<file path="config.mk">
export PLATFORM = sky130hd
export DESIGN_NAME = rio_core
export DESIGN_NICKNAME = d
export VERILOG_FILES = /design/src/rio_pkg.sv /design/src/rio_core.sv
export VERILOG_INCLUDE_DIRS = /design/src
export SDC_FILE = /design/constraint.sdc
export NUM_CORES = 2
export LEC_CHECK = 0
export BUFFER_PORTS_ARGS = -buffer_cell sky130_fd_sc_hd__buf_2
export CAP_MARGIN = 40
export CORE_MARGIN = 4
export CORE_UTILIZATION = 46
export CTS_CLUSTER_DIAMETER = 120
export DETAILED_ROUTE_END_ITERATION = 7
export GPL_ROUTABILITY_DRIVEN = 0
export PLACE_DENSITY = 0.58
export SYNTH_ARGS = -nofsm -noshare
export SYNTH_HDL_FRONTEND = slang
export SYNTH_SLANG_ARGS = --single-unit
</file>
<file path="constraint.sdc">
create_clock -name clk -period 7.5 [get_ports clk]
set_input_delay 1.125 -clock clk [delete_from_list [all_inputs] [get_ports clk]]
set_output_delay 1.125 -clock clk [all_outputs]
set_load 0.01 [all_outputs]
</file>
<file path="src/rio_defines.svh">
`ifndef RIO_DEFINES_SVH
`define RIO_DEFINES_SVH

// Register byte offsets
`define RIO_OFS_ID        8'h00
`define RIO_OFS_IN_CFG0   8'h04
`define RIO_OFS_IN_STATE  8'h08
`define RIO_OFS_EVT       8'h0C
`define RIO_OFS_OUT_CFG   8'h10
`define RIO_OFS_RLY_MAP   8'h14
`define RIO_OFS_LED_MAP   8'h18
`define RIO_OFS_CMD       8'h1C
`define RIO_OFS_ACCESS    8'h20
`define RIO_OFS_STATUS    8'h24
`define RIO_OFS_TIMING    8'h28
`define RIO_OFS_ROLE      8'h2C
`define RIO_OFS_INSEL     8'h30

// Command bits in the command register
`define RIO_CMD_RST_LED    0
`define RIO_CMD_RST_RLY    1
`define RIO_CMD_RST_LOCK   2
`define RIO_CMD_CLR_ALARM  3
`define RIO_CMD_CLR_EVT    4
`define RIO_CMD_CLR_MAX    5
`define RIO_CMD_CLR_REC    6
`define RIO_CMD_LOCK       7

// Passcodes and access levels
`define RIO_PASS_L1       16'h03E8
`define RIO_PASS_L2       16'h07D0

// Timing
`define RIO_MS_NS         1000000
`define RIO_CLK_NS        25
`define RIO_MS_CYCLES     (`RIO_MS_NS / `RIO_CLK_NS)
`define RIO_MIN_MS        60000
`define RIO_LOCK_MIN_DEF  8'h0A
`define RIO_BLINK_MS      250
`define RIO_ID_VALUE      32'h5249_4F31

`endif

</file>
<file path="src/rio_pkg.sv">
package rio_pkg;
    typedef enum logic [1:0] {
        RIO_MODE_OFF     = 2'b00,
        RIO_MODE_LATCH   = 2'b01,
        RIO_MODE_NOLATCH = 2'b10,
        RIO_MODE_PULSE   = 2'b11
    } rio_mode_e;

    typedef enum logic [1:0] {
        RIO_ROLE_GEN   = 2'b00,
        RIO_ROLE_TRIP  = 2'b01,
        RIO_ROLE_CLOSE = 2'b10,
        RIO_ROLE_READY = 2'b11
    } rio_role_e;

    typedef enum logic [1:0] {
        RIO_LVL_LOCKED = 2'b00,
        RIO_LVL_ONE    = 2'b01,
        RIO_LVL_TWO    = 2'b10
    } rio_lvl_e;

    typedef struct packed {
        logic        cyc;
        logic        stb;
        logic        we;
        logic [3:0]  sel;
        logic [7:0]  adr;
        logic [31:0] dat;
    } rio_wb_req_s;
endpackage : rio_pkg

</file>
<file path="src/rio_core.sv">
// What this block does
// - Up to ten field inputs; the first six each mapped to one input function or none, the other four to none.
// - Per-input polarity selects whether high or low terminal level is active.
// - Input goes active after level stays active for its ON delay.
// - Input goes inactive after level stays inactive for its OFF delay.
// - With event display enabled, each qualified input change sets an event.
// - Per-relay idle polarity sets contact state while relay is inactive.
// - A relay, except in the ready role, stays active for its pulse width after its trigger appears.
// - On the trip relay a present trip holds it past the pulse width.
// - A relay turns on only after its ON delay following the trigger.
// - Ready role only on output six; there active-off polarity is ignored.
// - Breaker open commands trigger the trip relay like protection trips, but do not hold it past the pulse width.
// - Relays one to three triggered from five signal groups by per-signal selection, relay four from the first group only.
// - General relays apply latched, non-latched or pulse mode per signal.
// - Trip relay applies the same per-signal latched, non-latched or pulse modes.
// - Close and ready relays trigger only on their own function; mapped latched or non-latched signals still hold the close relay on.
// - LEDs one to three use the same groups, LED four the first only, per-signal latched, non-latched or blinking.
// - One LED can mix different modes for different signals.
// - Reset and clear commands; lockout, events, records need level one.
// - Device auto-locks after an idle time of 1 to 60 minutes.
// - Level one permits all commands but no settings; level two also settings.
//
// Local design decisions: the placing of the registers and the Wishbone slave port.
`timescale 1ns/100ps
`default_nettype none
`include "rio_defines.svh"

module rio_core #(
    parameter int NIN        = 10,
    parameter int NOUT       = 6,
    parameter int NLED       = 8,
    parameter int NSIG       = 5,
    parameter int MS_CYCLES  = `RIO_MS_CYCLES,
    parameter int MIN_MS     = `RIO_MIN_MS
) (
    // Clock and reset
    input  wire logic             clk,
    input  wire logic             nrst,
    input  wire logic             clk_en,
    // Wishbone slave
    input  wire logic             wb_cyc_i,
    input  wire logic             wb_stb_i,
    input  wire logic             wb_we_i,
    input  wire logic [3:0]       wb_sel_i,
    input  wire logic [7:0]       wb_adr_i,
    input  wire logic [31:0]      wb_dat_i,
    output logic      [31:0]      wb_dat_o,
    output logic                  wb_ack_o,
    // Field side
    input  wire logic [NIN-1:0]   field_input,
    input  wire logic [NSIG-1:0]  int_sig,
    input  wire logic             trip_sig,
    input  wire logic             open_cmd,
    input  wire logic             close_cmd,
    input  wire logic             ready_sig,
    output logic      [NOUT-1:0]  relay_out,
    output logic      [NLED-1:0]  led_out,
    output logic      [NIN-1:0]   func_active,
    output logic                  locked
);
    localparam int W = 16;

    logic [NIN-1:0]     s1_q, s2_q;
    logic [NIN-1:0]     pol_q, evt_en_q, qual_q, evt_q;
    logic [W-1:0]       on_ms_q, off_ms_q;
    logic [NOUT-1:0]    opol_q;
    logic [W-1:0]       pulse_ms_q, oon_ms_q;
    logic [2*NOUT-1:0]  role_q;
    logic [NIN*5-1:0]   fsel_q;
    logic [NOUT*NSIG*2-1:0] rmap_q;
    logic [NLED*NSIG*2-1:0] lmap_q;
    logic [NOUT*NSIG-1:0]   rlat_q;
    logic [NLED*NSIG-1:0]   llat_q;
    logic [1:0]         lvl_q;
    logic [7:0]         lock_min_q;
    logic [31:0]        idle_q;
    logic [31:0]        tick_q;
    logic               ms_tick;
    logic [8:0]         blink_q;
    logic               blink_ph_q;
    logic [7:0]         cmd_pulse;
    logic [7:0]         alarm_clr_cnt_q;
    logic               wr, rd_hit;
    logic [NOUT-1:0]    rly_q;
    logic [NLED-1:0]    led_q;

    assign wr = wb_cyc_i && wb_stb_i && wb_we_i && !wb_ack_o && wb_sel_i[0];

    // Input synchronisers
    always_ff @(posedge clk or negedge nrst)
    begin
        if (!nrst)
        begin
            s1_q <= '0;
            s2_q <= '0;
        end
        else if (clk_en)
        begin
            s1_q <= field_input;
            s2_q <= s1_q;
        end
    end

    // Millisecond tick
    always_ff @(posedge clk or negedge nrst)
    begin
        if (!nrst)
            tick_q <= '0;
        else if (clk_en)
            tick_q <= (tick_q == 32'(MS_CYCLES - 1)) ? '0 : tick_q + 32'd1;
    end
    assign ms_tick = (tick_q == 32'(MS_CYCLES - 1));

    // Blink phase for blinking LEDs
    always_ff @(posedge clk or negedge nrst)
    begin
        if (!nrst)
        begin
            blink_q    <= '0;
            blink_ph_q <= 1'b0;
        end
        else if (clk_en && ms_tick)
        begin
            if (blink_q == 9'(`RIO_BLINK_MS - 1))
            begin
                blink_q    <= '0;
                blink_ph_q <= !blink_ph_q;
            end
            else
                blink_q <= blink_q + 9'd1;
        end
    end

    // Command decode with access level gating
    always_comb
    begin
        cmd_pulse = '0;
        if (wr && wb_adr_i == `RIO_OFS_CMD)
        begin
            cmd_pulse = wb_dat_i[7:0];
            if (lvl_q == rio_pkg::RIO_LVL_LOCKED)
            begin
                cmd_pulse[`RIO_CMD_RST_LOCK] = 1'b0;
                cmd_pulse[`RIO_CMD_CLR_EVT]  = 1'b0;
                cmd_pulse[`RIO_CMD_CLR_REC]  = 1'b0;
            end
        end
    end

    // Configuration writes; settings need level two, lockout, event and record clears level one
    always_ff @(posedge clk or negedge nrst)
    begin
        if (!nrst)
        begin
            pol_q <= '1; evt_en_q <= '0; fsel_q <= '0;
            on_ms_q <= 16'h0014; off_ms_q <= 16'h0014;
            opol_q <= '0; pulse_ms_q <= 16'h00C8; oon_ms_q <= '0;
            role_q <= '0; rmap_q <= '0; lmap_q <= '0;
            lock_min_q <= `RIO_LOCK_MIN_DEF;
        end
        else if (clk_en && wr && lvl_q == rio_pkg::RIO_LVL_TWO)
        begin
            case (wb_adr_i)
                `RIO_OFS_IN_CFG0:
                begin
                    pol_q    <= wb_dat_i[NIN-1:0];
                    evt_en_q <= wb_dat_i[16+NIN-1:16];
                end
                `RIO_OFS_TIMING:
                begin
                    on_ms_q  <= wb_dat_i[15:0];
                    off_ms_q <= wb_dat_i[31:16];
                end
                `RIO_OFS_OUT_CFG:
                begin
                    opol_q     <= wb_dat_i[NOUT-1:0];
                    pulse_ms_q <= wb_dat_i[31:16];
                    oon_ms_q   <= {8'h00, wb_dat_i[15:8]};
                end
                `RIO_OFS_ROLE:
                begin
                    role_q     <= wb_dat_i[2*NOUT-1:0];
                    lock_min_q <= (wb_dat_i[23:16] < 8'd1) ? 8'd1 :
                                  (wb_dat_i[23:16] > 8'd60) ? 8'd60 : wb_dat_i[23:16];
                    // Ready role only allowed on output six
                    for (int i = 0; i < NOUT - 1; i++)
                        if (wb_dat_i[2*i +: 2] == rio_pkg::RIO_ROLE_READY)
                            role_q[2*i +: 2] <= rio_pkg::RIO_ROLE_GEN;
                end
                `RIO_OFS_INSEL: fsel_q <= wb_dat_i[NIN*3-1:0] == '0 ? '0 :
                                          {{(NIN*5-30){1'b0}}, wb_dat_i[29:0]};
                `RIO_OFS_RLY_MAP: rmap_q <= {{(NOUT*NSIG*2-32){1'b0}}, wb_dat_i};
                `RIO_OFS_LED_MAP: lmap_q <= {{(NLED*NSIG*2-32){1'b0}}, wb_dat_i};
                default: ;
            endcase
        end
    end

    // Input qualification per channel
    genvar gi;
    generate
        for (gi = 0; gi < NIN; gi++)
        begin : g_in
            logic [W-1:0] cnt_q;
            logic         act;
            assign act = (s2_q[gi] == pol_q[gi]);
            always_ff @(posedge clk or negedge nrst)
            begin
                if (!nrst)
                begin
                    cnt_q       <= '0;
                    qual_q[gi]  <= 1'b0;
                end
                else if (clk_en)
                begin
                    if (act == qual_q[gi])
                        cnt_q <= '0;
                    else if (ms_tick)
                    begin
                        if (cnt_q + 16'd1 >= (qual_q[gi] ? off_ms_q : on_ms_q))
                        begin
                            qual_q[gi] <= act;
                            cnt_q      <= '0;
                        end
                        else
                            cnt_q <= cnt_q + 16'd1;
                    end
                end
            end
            // Event flag; new event wins over clear
            always_ff @(posedge clk or negedge nrst)
            begin
                if (!nrst)
                    evt_q[gi] <= 1'b0;
                else if (clk_en)
                begin
                    if (evt_en_q[gi] && act != qual_q[gi] && ms_tick &&
                        cnt_q + 16'd1 >= (qual_q[gi] ? off_ms_q : on_ms_q))
                        evt_q[gi] <= 1'b1;
                    else if (cmd_pulse[`RIO_CMD_CLR_EVT])
                        evt_q[gi] <= 1'b0;
                end
            end
        end
    endgenerate

    // Mapped input function outputs
    always_ff @(posedge clk or negedge nrst)
    begin
        if (!nrst)
            func_active <= '0;
        else if (clk_en)
            for (int i = 0; i < NIN; i++)
                func_active[i] <= qual_q[i] && (fsel_q[5*i +: 5] != 5'd0);
    end

    // Relay channels
    genvar go;
    generate
        for (go = 0; go < NOUT; go++)
        begin : g_out
            logic [W-1:0] don_q, pw_q;
            logic         trig, any_lat, any_nl, any_pl, prev_q, on_q;
            rio_pkg::rio_role_e role;
            assign role = rio_pkg::rio_role_e'(role_q[2*go +: 2]);
            always_comb
            begin
                any_lat = 1'b0;
                any_nl  = 1'b0;
                any_pl  = 1'b0;
                for (int s = 0; s < NSIG; s++)
                begin
                    // Per-signal selection and mode
                    case (rmap_q[(go*NSIG+s)*2 +: 2])
                        rio_pkg::RIO_MODE_LATCH:   any_lat = any_lat | rlat_q[go*NSIG+s];
                        rio_pkg::RIO_MODE_NOLATCH: any_nl  = any_nl | int_sig[s];
                        rio_pkg::RIO_MODE_PULSE:   any_pl  = any_pl | int_sig[s];
                        default: ;
                    endcase
                end
                case (role)
                    rio_pkg::RIO_ROLE_TRIP:  trig = trip_sig | open_cmd | any_nl | any_lat | any_pl;
                    rio_pkg::RIO_ROLE_CLOSE: trig = close_cmd;
                    rio_pkg::RIO_ROLE_READY: trig = ready_sig;
                    default:                 trig = any_lat | any_nl | any_pl;
                endcase
            end
            // Latch memory per signal, held until relay reset
            for (genvar s = 0; s < NSIG; s++)
            begin : g_lat
                always_ff @(posedge clk or negedge nrst)
                begin
                    if (!nrst)
                        rlat_q[go*NSIG+s] <= 1'b0;
                    else if (clk_en)
                    begin
                        if (int_sig[s])
                            rlat_q[go*NSIG+s] <= 1'b1;
                        else if (cmd_pulse[`RIO_CMD_RST_RLY])
                            rlat_q[go*NSIG+s] <= 1'b0;
                    end
                end
            end
            // ON delay and pulse width timing
            always_ff @(posedge clk or negedge nrst)
            begin
                if (!nrst)
                begin
                    don_q <= '0; pw_q <= '0; prev_q <= 1'b0; on_q <= 1'b0;
                end
                else if (clk_en)
                begin
                    prev_q <= trig;
                    if (!trig)
                        don_q <= '0;
                    else if (ms_tick && don_q < oon_ms_q)
                        don_q <= don_q + 16'd1;
                    if (trig && don_q >= oon_ms_q && !on_q)
                    begin
                        on_q <= 1'b1;
                        pw_q <= '0;
                    end
                    else if (on_q)
                    begin
                        if (ms_tick && pw_q < pulse_ms_q)
                            pw_q <= pw_q + 16'd1;
                        if (pw_q >= pulse_ms_q && !(role == rio_pkg::RIO_ROLE_TRIP && trip_sig)
                            && !(any_nl || any_lat) && role != rio_pkg::RIO_ROLE_READY)
                            on_q <= 1'b0;
                        else if (!trig && role == rio_pkg::RIO_ROLE_READY)
                            on_q <= 1'b0;
                    end
                end
            end
            // Contact drive with idle polarity
            always_ff @(posedge clk or negedge nrst)
            begin
                if (!nrst)
                    rly_q[go] <= 1'b0;
                else if (clk_en)
                    rly_q[go] <= on_q ^ (opol_q[go] && role != rio_pkg::RIO_ROLE_READY);
            end
        end
    endgenerate
    assign relay_out = rly_q;

    // LED channels
    genvar gl;
    generate
        for (gl = 0; gl < NLED; gl++)
        begin : g_led
            logic lit;
            always_comb
            begin
                lit = 1'b0;
                for (int s = 0; s < NSIG; s++)
                    case (lmap_q[(gl*NSIG+s)*2 +: 2])
                        rio_pkg::RIO_MODE_LATCH:   lit = lit | llat_q[gl*NSIG+s];
                        rio_pkg::RIO_MODE_NOLATCH: lit = lit | int_sig[s];
                        rio_pkg::RIO_MODE_PULSE:   lit = lit | (llat_q[gl*NSIG+s] & blink_ph_q);
                        default: ;
                    endcase
            end
            for (genvar s = 0; s < NSIG; s++)
            begin : g_lat
                always_ff @(posedge clk or negedge nrst)
                begin
                    if (!nrst)
                        llat_q[gl*NSIG+s] <= 1'b0;
                    else if (clk_en)
                    begin
                        if (int_sig[s])
                            llat_q[gl*NSIG+s] <= 1'b1;
                        else if (cmd_pulse[`RIO_CMD_RST_LED])
                            llat_q[gl*NSIG+s] <= 1'b0;
                    end
                end
            end
            always_ff @(posedge clk or negedge nrst)
            begin
                if (!nrst)
                    led_q[gl] <= 1'b0;
                else if (clk_en)
                    led_q[gl] <= lit;
            end
        end
    endgenerate
    assign led_out = led_q;

    // Access level, passcode unlock and auto-lock
    always_ff @(posedge clk or negedge nrst)
    begin
        if (!nrst)
        begin
            lvl_q  <= rio_pkg::RIO_LVL_LOCKED;
            idle_q <= '0;
        end
        else if (clk_en)
        begin
            if (wr && wb_adr_i == `RIO_OFS_ACCESS)
            begin
                idle_q <= '0;
                if (wb_dat_i[15:0] == `RIO_PASS_L2)
                    lvl_q <= rio_pkg::RIO_LVL_TWO;
                else if (wb_dat_i[15:0] == `RIO_PASS_L1)
                    lvl_q <= rio_pkg::RIO_LVL_ONE;
                else
                    lvl_q <= rio_pkg::RIO_LVL_LOCKED;
            end
            else if (wr)
            begin
                // A lock command is itself a write, so it is handled here
                idle_q <= '0;
                if (cmd_pulse[`RIO_CMD_LOCK])
                    lvl_q <= rio_pkg::RIO_LVL_LOCKED;
            end
            else if (lvl_q != rio_pkg::RIO_LVL_LOCKED && ms_tick)
            begin
                if (idle_q + 32'd1 >= 32'(lock_min_q) * 32'(MIN_MS))
                begin
                    lvl_q  <= rio_pkg::RIO_LVL_LOCKED;
                    idle_q <= '0;
                end
                else
                    idle_q <= idle_q + 32'd1;
            end
        end
    end

    // Alarm-clear counter shows command activity
    always_ff @(posedge clk or negedge nrst)
    begin
        if (!nrst)
            alarm_clr_cnt_q <= '0;
        else if (clk_en && (cmd_pulse[`RIO_CMD_CLR_ALARM] || cmd_pulse[`RIO_CMD_CLR_MAX]
                 || cmd_pulse[`RIO_CMD_CLR_REC] || cmd_pulse[`RIO_CMD_RST_LOCK]))
            alarm_clr_cnt_q <= alarm_clr_cnt_q + 8'd1;
    end

    // Locked flag output
    always_ff @(posedge clk or negedge nrst)
    begin
        if (!nrst)
            locked <= 1'b1;
        else if (clk_en)
            locked <= (lvl_q == rio_pkg::RIO_LVL_LOCKED);
    end

    // Wishbone ack and read data
    always_ff @(posedge clk or negedge nrst)
    begin
        if (!nrst)
        begin
            wb_ack_o <= 1'b0;
            wb_dat_o <= '0;
        end
        else if (clk_en)
        begin
            wb_ack_o <= wb_cyc_i && wb_stb_i && !wb_ack_o;
            // Read data is captured when a request is taken and then stands
            if (wb_cyc_i && wb_stb_i && !wb_ack_o)
            begin
                case (wb_adr_i)
                    `RIO_OFS_ID:       wb_dat_o <= `RIO_ID_VALUE; // Arbitrary value
                    `RIO_OFS_IN_CFG0:  wb_dat_o <= {6'h00, evt_en_q, 6'h00, pol_q};
                    `RIO_OFS_IN_STATE: wb_dat_o <= {22'h00_0000, qual_q};
                    `RIO_OFS_EVT:      wb_dat_o <= {22'h00_0000, evt_q};
                    `RIO_OFS_TIMING:   wb_dat_o <= {off_ms_q, on_ms_q};
                    `RIO_OFS_OUT_CFG:  wb_dat_o <= {pulse_ms_q, oon_ms_q[7:0], 2'b00, opol_q};
                    `RIO_OFS_ROLE:     wb_dat_o <= {8'h00, lock_min_q, 4'h0, role_q};
                    `RIO_OFS_LED_MAP:  wb_dat_o <= lmap_q[31:0];
                    `RIO_OFS_STATUS:   wb_dat_o <= {6'h00, alarm_clr_cnt_q, 2'b00,
                                                   led_q, rly_q, lvl_q};
                    default:           wb_dat_o <= '0;
                endcase
            end
        end
    end

endmodule : rio_core
`default_nettype wire

</file>
==> out/results.tsv <==
metric	value	unit
DRC violations left	0	
setup repair after global routing missed its margin	false	
number of buffer cells added on primary ports	115	
Final min period	6736	ps
most frequent cells in the layout	dfrtp_1, nand2_1, ha_1, nor2_1, o21ai_0	
clk_skew	31.76	ps
register area share after synthesis	39.42	%
final wirelength	148000	um
asr flop ratio synth	100.0	%
Post-DRT Antenna Nets	0	
effective utilization at floorplan	46.65	%
leading area contributor after synthesis	dfrtp_1	
Final Hold Violating Endpoints	0	
Clock Sinks	738	
final cell count without fillers	6396	
launch point of the worst reg-to-reg path	lock_min_q[6]	
DR WL/cell	23.14	um
Reg-to-Reg End	idle_q[2]	
leakage power	25.20	nW
outcome	complete, no violations	
later-pin clock latency in the skew report	680	ps
H-tree depth	3	
FF-to-FF setup slack	760	ps
Max-Cap Viols	0	
Hold Buf Count CTS	0	
Synth-to-Final Area Change	11.93	%
setup violators final	0	
Startpoint Class	register	
Die W	327.4	um
commonest non-fill, non-tap cell in the layout	dfrtp_1	
worst-case vdd ir drop	0.0001737	V
Tightest Pin Transition	1022	ps
vias in the first global route	36220	
reg2reg path depth	24	
DP HPWL	102900	um
Synthesis Warnings	0	
Final nets	5446	
die height	327.4	um
fmax	0.1485	GHz
Root Buffer	clkbuf_16	
DR iter-0 viols	3333	
Setup TNS	0	ps
CP Capture Type	register	
Final Util	52.21	%
Filler cells	9257	
Avg Inst Size Synth	9.654	um2
CTS buffer count	87	
Post-synth EDFFs	0	
via count	37980	
FF+latch count, synth	738	
Post-Synthesis Cells	4860	
Clock Tree Buf Depth	3	
layout cells sized above 1	12.95	%
CTS-repair resized insts	0	
synth top area cells	dfrtp_1, ha_1, mux2_2	
Slew Limit Fails	0	
Synth Cell Area	46920	um2
Cell Pwr Density	171.0	nW/um2
fin crit share	89.81	%
Worst-path clk slew	70	ps
critical path required time	8050	ps
DRT Pass-1 Iters	6	
row cnt	116	
global-route wire length before repair	225600	um
antenna violations before repair	25	
core area	100600	um2
die area	107200	um2
CTS tree	yes	
Yosys top cell area share	38.30	%
io pins	127	
critical path class	register to register	
Vias/cell	5.938	
Worst Path Arrival	7290	ps
gr ovfl total	0	
dpl cells	6222	
Slew headroom	31.88	%
worst min path class	input port to async pin	
GRT Overall Usage	27.25	%
CP max FO	25	
largest net degree at the start of global routing	171	
Post-CTS Setup Repair Bufs	0	
predominant post-synthesis flop cell	dfrtp_1	
synth unique cells	90	
-- critical path, cell delays in order (launching register included) --
cell       delay (ps)
dfrtp_1           610
inv_1             110
ha_1              360
fa_1              510
inv_1              50
fa_1              460
ha_1              310
ha_1              380
nand4b_1          130
o211ai_1          120
o41a_1            340
a21oi_1           220
o21bai_1          100
a21oi_1           260
o311ai_0          190
xnor2_1           170
ha_1              300
nand4_1           110
or4_1             540
a21oi_1           190
nand4bb_1         170
buf_4             290
nor2_1            200
buf_4             260
a22o_1            220
-- worst max path at each step --
stage / slack, ps / start / to / cells after the start
2_1_floorplan: 1530 / lock_min_q[3] / lvl_q[0] / 21
3_3_place_gp: 930 / lock_min_q[2] / idle_q[12] / 23
3_5_place_dp: 780 / lock_min_q[6] / idle_q[7] / 24
4_1_cts: 780 / lock_min_q[6] / idle_q[2] / 24
5_1_grt: 350 / lock_min_q[6] / idle_q[2] / 24
6_report: 760 / lock_min_q[6] / idle_q[2] / 24
-- power breakdown --
part,switching [mW],total [mW],internal [mW]
Clock,1.84,4.51,2.67
Sequential,0.0516,4.07,4.02
Combinational,0.292,0.394,0.101
-- sequential cells by signal, summed over array words and instances, names as in the netlist, 30 cells and up --
register	cells
g_in.cnt_q	160
tick_q	32
wb_dat_o	32
g_out.pw_q	96
rmap_q	32
idle_q	32
fsel_q	30
lmap_q	32
g_out.don_q	96
-- through the flow --
step                instance area (um2)  setup WS [ps]  power (mW)  hold slack [ps]
finish                            52520          764.0       8.978            454.0
floorplan                         46940           1526       4.297            439.4
global route                      52500          346.0       9.279            492.9
detailed placement                49460          784.4       4.538            463.3
CTS                               52490          779.5       9.077            454.6
global placement                  49010          925.2       4.529            466.2
-- kinds of logic after synthesis --
group | share of synthesized area [%]
xor+xnor | 5.824
buf+inv | 3.480
simple gates | 17.89
other cells | 0.007993
compound gates | 12.93
fa+ha+maj | 11.63
mux | 8.819
flops | 39.42
-- layout make-up --
cell class                      instances  area (um2)  area share (%)
Multi-Input combinational cell       3709       26900           51.22
Timing Repair Buffer                  207        1584           3.016
Clock buffer                          110        2405           4.579
Tap cell                             1357        1698           3.233
Antenna cell                           12       30.03         0.05718
Sequential cell                       738       18490           35.21
Clock inverter                         52       616.8           1.175
Inverter                              211       792.0           1.508
-- routing by layer --
| metal | vias to the layer above | wire length, um | track usage [%] |
|---|---|---|---|
| li1 | 17710 | - | - |
| met1 | 18740 | 68480 | 40.04 |
| met2 | 1294 | 63040 | 40.68 |
| met3 | 233 | 12590 | 5.713 |
| met4 | 6 | 3828 | 7.443 |
| met5 | - | 34 | 0 |
-- synth_stat cells, drive strengths merged (11+ instances only) --
cell and instances:
dfrtp 718, nand2 482, ha 401, nor2 307, o21ai 269, mux2 219
nand3 219, inv 210, xnor2 180, clkbuf 177, mux2i 167, a21oi 154
xor2 132, and3 111, nand4 103, a21o 99, nor3 64, a22o 60
nor2b 57, a22oi 56, nand2b 55, nor4 50, o31ai 44, o21a 41
and2 39, buf 32, and4 31, or3 31, a31oi 29, or4 23
fa 22, nor3b 22, or2 21, dfstp 20, o22ai 19, nand3b 17
o211ai 17, o21bai 17, a2111oi 13, a221o 13, nor4b 13, a221oi 11
o2111ai 11
No activity file was read; power rests on OpenSTA's default activity.
